===== config.mk =====
export PLATFORM = sky130hd
export DESIGN_NAME = ued_dma_channel
export DESIGN_NICKNAME = d
export VERILOG_FILES = /design/src/verilog/ued_pkg.sv /design/src/verilog/ued_addr_gen.sv /design/src/verilog/ued_dma_channel.sv
export SDC_FILE = /design/constraint.sdc
export NUM_CORES = 1
export LEC_CHECK = 0
export BUFFER_PORTS_ARGS = -buffer_cell sky130_fd_sc_hd__buf_2
export CAP_MARGIN = 20
export CORE_ASPECT_RATIO = 0.9
export CORE_MARGIN = 8
export CORE_UTILIZATION = 31
export CTS_CLUSTER_SIZE = 12
export DETAILED_ROUTE_END_ITERATION = 7
export SLEW_MARGIN = 20
export SYNTH_ARGS = -nofsm -noshare
export SYNTH_HDL_FRONTEND = slang
export SYNTH_HIERARCHICAL = 1
export SYNTH_SLANG_ARGS = --single-unit

===== constraint.sdc =====
create_clock -name aclk -period 3.8 [get_ports aclk]
set_input_delay 0.76 -clock aclk [delete_from_list [all_inputs] [get_ports aclk]]
set_output_delay 0.76 -clock aclk [all_outputs]
set_load 0.1 [all_outputs]

===== src/verilog/ued_pkg.sv =====
// Constants, types and register map for the endpoint DMA channel
`default_nettype none
package ued_pkg;
  localparam int AXI_AW = 8;
  localparam logic [7:0] OFF_SIZE = 8'h00;
  localparam logic [7:0] OFF_COUNT = 8'h04;
  localparam logic [7:0] OFF_AHI = 8'h08;
  localparam logic [7:0] OFF_ALO = 8'h0C;
  localparam logic [7:0] OFF_CTRL = 8'h10;
  localparam logic [7:0] OFF_RSIZE = 8'h14;
  localparam logic [7:0] OFF_RAHI = 8'h18;
  localparam logic [7:0] OFF_RALO = 8'h1C;
  localparam logic [7:0] OFF_IRQEN = 8'h20;
  localparam logic [7:0] OFF_FLAGS = 8'h24;
  localparam logic [1:0] RESP_OKAY = 2'h0;
  localparam logic [1:0] RESP_SLVERR = 2'h2;
  localparam logic [15:0] RST_REG = 16'h0000;
  localparam int FLAG_GO = 0;
  localparam int FLAG_RLD = 1;
  localparam logic [23:0] DATA_SKIP = 24'h000002;
  localparam int PKT_W = 10;

  typedef enum logic [9:0] {
    S_IDLE = 10'b0000000001,
    S_WAIT = 10'b0000000010,
    S_CHK = 10'b0000000100,
    S_RD = 10'b0000001000,
    S_WR = 10'b0000010000,
    S_SVH = 10'b0000100000,
    S_SVL = 10'b0001000000,
    S_PKT = 10'b0010000000,
    S_END = 10'b0100000000,
    S_RLD = 10'b1000000000
  } ued_state_t;

  // Control register, go in bit 0
  typedef struct packed {
    logic dir_out;
    logic short_packet_select;
    logic concat_select;
    logic endian;
    logic reload_request;
    logic go;
  } ued_ctrl_t;

  typedef struct packed {
    logic req;
    logic we;
    logic [23:0] addr;
    logic [7:0] data;
  } ued_mem_t;

  typedef struct packed {
    logic req;
    logic we;
    logic sel;
    logic [PKT_W-1:0] idx;
    logic [7:0] data;
  } ued_eb_t;
endpackage : ued_pkg
`default_nettype wire

===== src/verilog/ued_addr_gen.sv =====
// Byte address generator for processor memory accesses
`default_nettype none
module ued_addr_gen
(
  input wire logic [7:0] base_hi,
  input wire logic [15:0] base_lo,
  input wire logic [15:0] offset,
  input wire logic skip2,
  input wire logic swap,
  output logic [23:0] addr
);
  import ued_pkg::*;
  logic [23:0] sum;
  always_comb
  begin
    sum = {base_hi, base_lo} + {8'h00, offset};
    if (skip2)
    begin
      sum = sum + DATA_SKIP;
    end
    // Flipping bit 0 swaps the bytes of each aligned word
    addr = {sum[23:1], sum[0] ^ swap};
  end
endmodule : ued_addr_gen
`default_nettype wire


===== src/verilog/ued_dma_channel.sv =====
// Endpoint DMA channel with AXI4-Lite register slave
`default_nettype none
module ued_dma_channel
(
  input wire logic aclk,
  input wire logic aresetn,
  input wire logic [ued_pkg::AXI_AW-1:0] awaddr,
  input wire logic awvalid,
  output logic awready,
  input wire logic [31:0] wdata,
  input wire logic [3:0] wstrb,
  input wire logic wvalid,
  output logic wready,
  output logic [1:0] bresp,
  output logic bvalid,
  input wire logic bready,
  input wire logic [ued_pkg::AXI_AW-1:0] araddr,
  input wire logic arvalid,
  output logic arready,
  output logic [31:0] rdata,
  output logic [1:0] rresp,
  output logic rvalid,
  input wire logic rready,
  input wire logic iso,
  input wire logic pkt_rdy,
  input wire logic pkt_data1,
  input wire logic [ued_pkg::PKT_W-1:0] pkt_len,
  input wire logic [ued_pkg::PKT_W-1:0] max_pkt,
  output logic pkt_done,
  output logic [ued_pkg::PKT_W-1:0] pkt_cnt,
  output ued_pkg::ued_eb_t eb,
  input wire logic eb_ack,
  input wire logic [7:0] eb_rdata,
  output ued_pkg::ued_mem_t mem,
  input wire logic mem_ack,
  input wire logic [7:0] mem_rdata,
  output logic irq_go,
  output logic irq_rld
);
  import ued_pkg::*;

  ued_state_t state_q;
  ued_ctrl_t ctrl_q;
  ued_ctrl_t wctl;
  logic [15:0] size_q, ahi_q, alo_q, rsize_q, rahi_q, ralo_q;
  logic [15:0] count_q, moved_q, agoff;
  logic en_q, irq_go_q, irq_rld_q, pkt_done_q;
  logic [1:0] flags_q, flag_set;
  logic [PKT_W-1:0] off_q, plen_q, pkt_cnt_q;
  logic iso_y_q, zlp_q;
  logic [7:0] byte_q;
  ued_eb_t eb_q;
  ued_mem_t mem_q;
  logic [23:0] ag_addr;
  logic awready_q, wready_q, bvalid_q, arready_q, rvalid_q;
  logic aw_have_q, w_have_q;
  logic [1:0] bresp_q, rresp_q;
  logic [31:0] rdata_q, rd_mux;
  logic [7:0] awaddr_q, wa, ra;
  logic [15:0] wdata_q;
  logic [1:0] wstrb_q;
  logic wr_go, we_ctrl, start, xdone, pend, busy, ack, pkt_rel, fullp;

  function automatic logic [15:0] wmerge(input logic [15:0] o,
                                         input logic [15:0] d,
                                         input logic [1:0] s);
    return {s[1] ? d[15:8] : o[15:8], s[0] ? d[7:0] : o[7:0]};
  endfunction : wmerge

  assign awready = awready_q;
  assign wready = wready_q;
  assign bvalid = bvalid_q;
  assign bresp = bresp_q;
  assign arready = arready_q;
  assign rvalid = rvalid_q;
  assign rresp = rresp_q;
  assign rdata = rdata_q;
  assign eb = eb_q;
  assign mem = mem_q;
  assign pkt_done = pkt_done_q;
  assign pkt_cnt = pkt_cnt_q;
  assign irq_go = irq_go_q;
  assign irq_rld = irq_rld_q;

  assign wa = {awaddr_q[7:2], 2'b00};
  assign ra = {araddr[7:2], 2'b00};
  assign wr_go = aw_have_q && w_have_q && !bvalid_q;
  assign we_ctrl = wr_go && wa == OFF_CTRL && wstrb_q[0];
  assign wctl = ued_ctrl_t'(wdata_q[5:0]);
  assign start = we_ctrl && wctl.go && !ctrl_q.go;
  assign xdone = moved_q == size_q;
  assign pend = off_q == plen_q;
  assign busy = eb_q.req || mem_q.req;
  assign ack = (eb_ack && eb_q.req) || (mem_ack && mem_q.req);
  // Concatenation keeps a partly used packet for the reloaded transfer; a new go clears it
  assign pkt_rel = pend || !ctrl_q.concat_select;
  assign fullp = off_q == max_pkt;

  always_comb
  begin
    if (state_q == S_SVL)
    begin
      agoff = 16'h0001;
    end
    else if (state_q == S_SVH)
    begin
      agoff = 16'h0000;
    end
    else
    begin
      agoff = moved_q;
    end
  end

  // Low byte of the high address register only; upper bits are software's
  ued_addr_gen u_ag
  (
    .base_hi(ahi_q[7:0]),
    .base_lo(alo_q),
    .offset(agoff),
    .skip2(ctrl_q.dir_out && state_q != S_SVH && state_q != S_SVL),
    .swap(ctrl_q.endian && state_q != S_SVH && state_q != S_SVL),
    .addr(ag_addr)
  );

  always_ff @(posedge aclk)
  begin
    if (!aresetn)
    begin
      awready_q <= 1'b1;
      wready_q <= 1'b1;
      aw_have_q <= 1'b0;
      w_have_q <= 1'b0;
      bvalid_q <= 1'b0;
      bresp_q <= RESP_OKAY;
      awaddr_q <= 8'h00;
      wdata_q <= 16'h0000;
      wstrb_q <= 2'b00;
    end
    else
    begin
      if (awvalid && awready_q)
      begin
        awaddr_q <= awaddr;
        aw_have_q <= 1'b1;
        awready_q <= 1'b0;
      end
      if (wvalid && wready_q)
      begin
        wdata_q <= wdata[15:0];
        wstrb_q <= wstrb[1:0];
        w_have_q <= 1'b1;
        wready_q <= 1'b0;
      end
      if (wr_go)
      begin
        aw_have_q <= 1'b0;
        w_have_q <= 1'b0;
        bvalid_q <= 1'b1;
        bresp_q <= (wa <= OFF_FLAGS) ? RESP_OKAY : RESP_SLVERR;
      end
      if (bvalid_q && bready)
      begin
        bvalid_q <= 1'b0;
        awready_q <= 1'b1;
        wready_q <= 1'b1;
      end
    end
  end

  always_comb
  begin
    rd_mux = 32'h00000000;
    if (ra == OFF_SIZE)
    begin
      rd_mux[15:0] = size_q;
    end
    else if (ra == OFF_COUNT)
    begin
      rd_mux[15:0] = count_q;
    end
    else if (ra == OFF_AHI)
    begin
      rd_mux[15:0] = ahi_q;
    end
    else if (ra == OFF_ALO)
    begin
      rd_mux[15:0] = alo_q;
    end
    else if (ra == OFF_CTRL)
    begin
      rd_mux[5:0] = ctrl_q;
    end
    else if (ra == OFF_RSIZE)
    begin
      rd_mux[15:0] = rsize_q;
    end
    else if (ra == OFF_RAHI)
    begin
      rd_mux[15:0] = rahi_q;
    end
    else if (ra == OFF_RALO)
    begin
      rd_mux[15:0] = ralo_q;
    end
    else if (ra == OFF_IRQEN)
    begin
      rd_mux[0] = en_q;
    end
    else if (ra == OFF_FLAGS)
    begin
      rd_mux[1:0] = flags_q;
    end
  end

  always_ff @(posedge aclk)
  begin
    if (!aresetn)
    begin
      arready_q <= 1'b1;
      rvalid_q <= 1'b0;
      rdata_q <= 32'h00000000;
      rresp_q <= RESP_OKAY;
    end
    else if (arvalid && arready_q)
    begin
      arready_q <= 1'b0;
      rvalid_q <= 1'b1;
      rdata_q <= rd_mux;
      rresp_q <= (ra <= OFF_FLAGS) ? RESP_OKAY : RESP_SLVERR;
    end
    else if (rvalid_q && rready)
    begin
      rvalid_q <= 1'b0;
      arready_q <= 1'b1;
    end
  end

  // Primary and reload sets; the swap overrides a write in the same cycle
  always_ff @(posedge aclk)
  begin
    if (!aresetn)
    begin
      size_q <= RST_REG;
      ahi_q <= RST_REG;
      alo_q <= RST_REG;
      rsize_q <= RST_REG;
      rahi_q <= RST_REG;
      ralo_q <= RST_REG;
    end
    else if (state_q == S_END && ctrl_q.reload_request)
    begin
      size_q <= rsize_q;
      rsize_q <= size_q;
      ahi_q <= rahi_q;
      rahi_q <= ahi_q;
      alo_q <= ralo_q;
      ralo_q <= alo_q;
    end
    else if (wr_go)
    begin
      if (wa == OFF_SIZE) size_q <= wmerge(size_q, wdata_q, wstrb_q);
      if (wa == OFF_AHI) ahi_q <= wmerge(ahi_q, wdata_q, wstrb_q);
      if (wa == OFF_ALO) alo_q <= wmerge(alo_q, wdata_q, wstrb_q);
      if (wa == OFF_RSIZE) rsize_q <= wmerge(rsize_q, wdata_q, wstrb_q);
      if (wa == OFF_RAHI) rahi_q <= wmerge(rahi_q, wdata_q, wstrb_q);
      if (wa == OFF_RALO) ralo_q <= wmerge(ralo_q, wdata_q, wstrb_q);
    end
  end

  always_comb
  begin
    flag_set = 2'b00;
    if (state_q == S_END)
    begin
      flag_set[FLAG_RLD] = ctrl_q.reload_request;
      flag_set[FLAG_GO] = !ctrl_q.reload_request;
    end
  end

  // Control, enable and flags; hardware events win over software
  always_ff @(posedge aclk)
  begin
    if (!aresetn)
    begin
      ctrl_q <= '0;
      en_q <= 1'b0;
      flags_q <= 2'b00;
      irq_go_q <= 1'b0;
      irq_rld_q <= 1'b0;
    end
    else
    begin
      if (we_ctrl)
      begin
        ctrl_q.endian <= wctl.endian;
        ctrl_q.concat_select <= wctl.concat_select;
        ctrl_q.short_packet_select <= wctl.short_packet_select;
        ctrl_q.dir_out <= wctl.dir_out;
        if (wctl.go)
        begin
          ctrl_q.go <= 1'b1;
        end
        if (wctl.reload_request && (ctrl_q.go || wctl.go))
        begin
          ctrl_q.reload_request <= 1'b1;
        end
      end
      if (wr_go && wa == OFF_IRQEN && wstrb_q[0])
      begin
        en_q <= wdata_q[0];
      end
      if (wr_go && wa == OFF_FLAGS && wstrb_q[0])
      begin
        flags_q <= (flags_q & ~wdata_q[1:0]) | flag_set;
      end
      else
      begin
        flags_q <= flags_q | flag_set;
      end
      irq_rld_q <= flag_set[FLAG_RLD] && en_q;
      irq_go_q <= flag_set[FLAG_GO] && en_q;
      if (state_q == S_END)
      begin
        if (ctrl_q.reload_request)
        begin
          ctrl_q.reload_request <= 1'b0;
        end
        else
        begin
          ctrl_q.go <= 1'b0;
        end
      end
    end
  end

  // Transfer engine
  always_ff @(posedge aclk)
  begin
    if (!aresetn)
    begin
      state_q <= S_IDLE;
      count_q <= RST_REG;
      moved_q <= RST_REG;
      off_q <= '0;
      plen_q <= '0;
      iso_y_q <= 1'b0;
      zlp_q <= 1'b0;
      byte_q <= 8'h00;
      eb_q <= '0;
      mem_q <= '0;
      pkt_done_q <= 1'b0;
      pkt_cnt_q <= '0;
    end
    else
    begin
      pkt_done_q <= 1'b0;
      case (state_q)
        S_IDLE:
        begin
          if (start)
          begin
            count_q <= RST_REG;
            moved_q <= RST_REG;
            off_q <= '0;
            iso_y_q <= 1'b0;
            zlp_q <= 1'b0;
            state_q <= S_WAIT;
          end
        end
        S_WAIT:
        begin
          // The cycle after a release is skipped so it is not taken twice
          if (pkt_rdy && !pkt_done_q)
          begin
            eb_q.sel <= iso ? iso_y_q : pkt_data1;
            plen_q <= ctrl_q.dir_out ? pkt_len : max_pkt;
            state_q <= S_CHK;
          end
        end
        S_CHK:
        begin
          if (xdone || pend)
          begin
            state_q <= ctrl_q.dir_out ? S_SVH : S_PKT;
          end
          else
          begin
            state_q <= S_RD;
          end
        end
        S_RD:
        begin
          if (ack)
          begin
            eb_q.req <= 1'b0;
            mem_q.req <= 1'b0;
            byte_q <= ctrl_q.dir_out ? eb_rdata : mem_rdata;
            state_q <= S_WR;
          end
          else if (!busy && ctrl_q.dir_out)
          begin
            eb_q.req <= 1'b1;
            eb_q.we <= 1'b0;
            eb_q.idx <= off_q;
          end
          else if (!busy)
          begin
            mem_q <= '{req: 1'b1, we: 1'b0, addr: ag_addr, data: 8'h00};
          end
        end
        S_WR:
        begin
          if (ack)
          begin
            eb_q.req <= 1'b0;
            mem_q.req <= 1'b0;
            moved_q <= moved_q + 16'h0001;
            off_q <= off_q + 1'b1;
            state_q <= S_CHK;
          end
          else if (!busy && ctrl_q.dir_out)
          begin
            mem_q <= '{req: 1'b1, we: 1'b1, addr: ag_addr, data: byte_q};
          end
          else if (!busy)
          begin
            eb_q.req <= 1'b1;
            eb_q.we <= 1'b1;
            eb_q.idx <= off_q;
            eb_q.data <= byte_q;
          end
        end
        S_SVH, S_SVL:
        begin
          if (ack)
          begin
            mem_q.req <= 1'b0;
            state_q <= (state_q == S_SVH) ? S_SVL : S_PKT;
          end
          else if (!busy)
          begin
            mem_q <= '{req: 1'b1, we: 1'b1, addr: ag_addr,
                       data: (state_q == S_SVH) ? moved_q[15:8] : moved_q[7:0]};
          end
        end
        S_PKT:
        begin
          if (pkt_rel)
          begin
            pkt_done_q <= 1'b1;
            pkt_cnt_q <= off_q;
            off_q <= '0;
            iso_y_q <= !iso_y_q;
          end
          if (zlp_q)
          begin
            zlp_q <= 1'b0;
            state_q <= S_END;
          end
          else if (xdone && pkt_rel && fullp && ctrl_q.short_packet_select)
          begin
            zlp_q <= 1'b1;
            state_q <= S_WAIT;
          end
          else if (xdone || (pend && !fullp))
          begin
            state_q <= S_END;
          end
          else
          begin
            state_q <= pkt_rel ? S_WAIT : S_CHK;
          end
        end
        S_END:
        begin
          count_q <= moved_q;
          state_q <= ctrl_q.reload_request ? S_RLD : S_IDLE;
        end
        S_RLD:
        begin
          count_q <= RST_REG;
          moved_q <= RST_REG;
          state_q <= (off_q != '0) ? S_CHK : S_WAIT;
        end
        default:
        begin
          state_q <= S_IDLE;
        end
      endcase
    end
  end
endmodule : ued_dma_channel
`default_nettype wire


==> results.cfg <==
[final_layout]
mostFrequentLayoutCell = dfxtp_1
layout-drive-gt1-share_pct = 21.6
area_growth_pct = 22.4
fillers = 5029
fin_util_pct = 38.5
nNetsFinal = 2219
fin_area_um2 = 19000
final_cell_mix = 291 x dfxtp_1, 273 x nand2_1, 168 x buf_2

[floorplanning]
dieArea_um2 = 57500
fp-row-count = 77
dieWidth_um = 252
fp.dieH_um = 228
ioPinCount = 209
coreArea_um2 = 49300
start_util_pct = 31.5

[synthesis]
ys_seq_elements = 294
async_reset_ff_share_pct = 0
ys_warn_count = 6
syn_inst = 1889
syn_area_per_cell_um2 = 8.22
yosys_most_used_dff = dfxtp_1
synth_top_area_cell = dfxtp_1
synth_area_leaders = dfxtp_1 38%, nand2_1 6.7%, o21ai_0 5.3%
yosysSeqAreaShare_pct = 37.9
yosysTopAreaCellShare_pct = 37.9
ys_types = 98
synth_area_um2 = 15500
synth_edf_count = 0

[placed_design]
placed_area_um2 = 17600
numPortBuffers = 168
gp_congestion = 0.867
dpl.hpwl_mm = 39.0

[routing]
drt-wirelength-per-cell_um = 18.7
top_layer_used = met5
vias = 15000
viasPerCell = 5.37
wl_met1_mm = 23.8
drtAntennaViolNets = 0
dr.pass1.iters = 5
initialDrtViolationCount = 1216
wl_met3_mm = 3.60
drt-total-wl_mm = 52.1
dr_wl_met2_mm = 23.4
drc = 0

[critical_path]
path_max_fanout = 8
cp_common_cell = nor4_4
crit_arrival_ns = 4.27
crit_path_top_delay_cell = fa_2
critPathKind = flip-flop to flip-flop
crit_path_start_kind = flip-flop
cp.required_ns = 4.26
r2r-end = mem[30]
path_cells = nor4_4, and4_1, o21bai_1, ha_2, fa_2, a211oi_4, o21ai_2, xnor2_2, nor4_4, nand3b_4, nor3b_4, and4bb_1, xnor2_1, mux2i_1, nor2_1
crit_path_max_incr_delay_ns = 0.37
r2r_slack_ns = -0.01
r2r_cells = 15
critPathCaptureType = flip-flop
r2r-start = state_q[8]

[sta]
maxSlewViolCount = 0
finalHoldViolations = 0
setup_violations = 1
fin_skew_ns = 0.0212
rsz0062_at_grt = true
whs_ns = 0.446
max_freq_ghz = 0.262
tightest_slew_ns = 1.07
min_period_ns = 3.81
setup_ws_ns = -0.00968
relSlewSlack_pct = 28.3
fin_crit_sh_pct = 100

[global_route]
grt_first_pass_wirelength_mm = 80.9
grt_usage_pct = 17.2
gr-total-overflow = 0
antenna_found_initial = 6
grt_pass1_vias = 14200
grt_max_degree = 98

[power_and_ir_drop]
ir_worst_vdd_mv = 0.253
p_leak_nw = 7.34
power.total_mw = 7.24
power.density_nw_per_um2 = 381

[hold_path]
worstHoldPathType = flip-flop to flip-flop
min_from = eb[12]
whs_path_depth = 2
hold_path_end = eb[12]

[clocking]
clock_latency_ns = 0.54
clock_path_buffers = 3
cts-root-buf = clkbuf_16
cts_inserted_buffers = 35
cts-hold-fix-buffers = 0
numClockSinks = 294
clk_pin_slew_ns = 0.06
h-tree-depth = 2
cts_tree = yes

[outcome]
status = finished, violations left
violations = negative setup slack

[flow_run]
cap_violations = 0
## where the power goes
| part | total, mW | switching [mW] | internal [mW] |
|---|---|---|---|
| Sequential | 3.15 | 0.0325 | 3.11 |
| Combinational | 0.614 | 0.447 | 0.167 |
| Clock | 3.48 | 1.36 | 2.12 |
| Total | 7.24 | 1.84 | 5.40 |
## kinds of logic (layout without fill, tap and decap cells)
kind of cell / count (synthesis) / after routing / share of synthesized area, %
other cells: 1 / 21 / 0.0242
xor+xnor: 91 / 91 / 5.14
simple gates: 631 / 631 / 19.9
mux: 83 / 83 / 5.38
flops: 294 / 294 / 37.9
compound gates: 586 / 586 / 24.1
fa+ha+maj: 21 / 21 / 1.74
buf+inv: 182 / 397 / 5.81
## per-layer routing
metal	vias to the layer above	GRT usage [%]
li1	7246	-
met3	85	3.40
met1	7187	23.6
met5	-	0
met4	6	4.77
met2	473	27.3
## worst max-delay path by stage
stage,from,endpoint,slack (ns),cells after the start
floorplan,state_q[4],mem[23],-0.04,17
global placement,state_q[9],mem[28],-0.05,14
detailed placement,state_q[9],mem[30],-0.1,14
CTS,state_q[3],mem[30],0.003,17
global route,state_q[8],mem[30],-0.28,15
finish,state_q[8],mem[30],-0.01,15
## repair_timing
action,4_1_cts,5_1_grt
endpoints found under the hold margin,0,0
pin swaps,13,14
setup endpoints to repair,10,12
cloned,0,0
setup buffers,6,4
gates resized for setup,11,21
## state kept, by name, indices dropped and copies added (netlist names), 16 cells and up
register  cells
ahi_q        16
alo_q        16
count_q      16
eb           21
mem          34
moved_q      16
rahi_q       16
ralo_q       16
rdata        16
rsize_q      16
size_q       16
wdata_q      16
## worst max-delay path, delay by kind of cell (launching register included)
family	cells	cell delay (ns)
adder cells (fa/ha/maj)	2	0.58
AO/OA/AOI/OAI	3	0.62
AND/OR/NAND/NOR	7	1.76
flip-flops	1	0.36
multiplexers	1	0.10
XOR/XNOR	2	0.31
## layout make-up
class / instances / area [µm²] / share of cell area (%)
clock buffer: 51 / 1050 / 5.50
tap: 671 / 840 / 4.42
antenna: 3 / 7.51 / 0.0395
timing repair buffer: 313 / 1970 / 10.4
sequential: 294 / 5890 / 31.0
clock inverter: 9 / 145 / 0.764
inverter: 24 / 92.6 / 0.487
multi-input combinational: 1430 / 9010 / 47.4
## per-stage QoR
step / setup TNS, ns / worst slack, ns / std cells
floorplan: -0.0624 / -0.0402 / 1906
global placement: -0.0941 / -0.0501 / 2721
detailed placement: -0.607 / -0.0974 / 2721
CTS: 0 / 0.00323 / 2787
global route: -2.34 / -0.278 / 2793
finish: -0.00968 / -0.00968 / 2795
## cells in the mapped netlist (24+ instances only)
cell type  count
dfxtp_1      294
nand2_1      276
o21ai_0      164
a21oi_1      148
nor2_1       127
a31oi_1       88
clkbuf_1      88
mux2i_1       80
xnor2_1       60
nand3_1       43
xor2_1        31
nand4_1       28
nor3_1        27
a22oi_1       26
buf_4         25
buf_2         24
No activity file was read; power rests on OpenSTA's default activity.
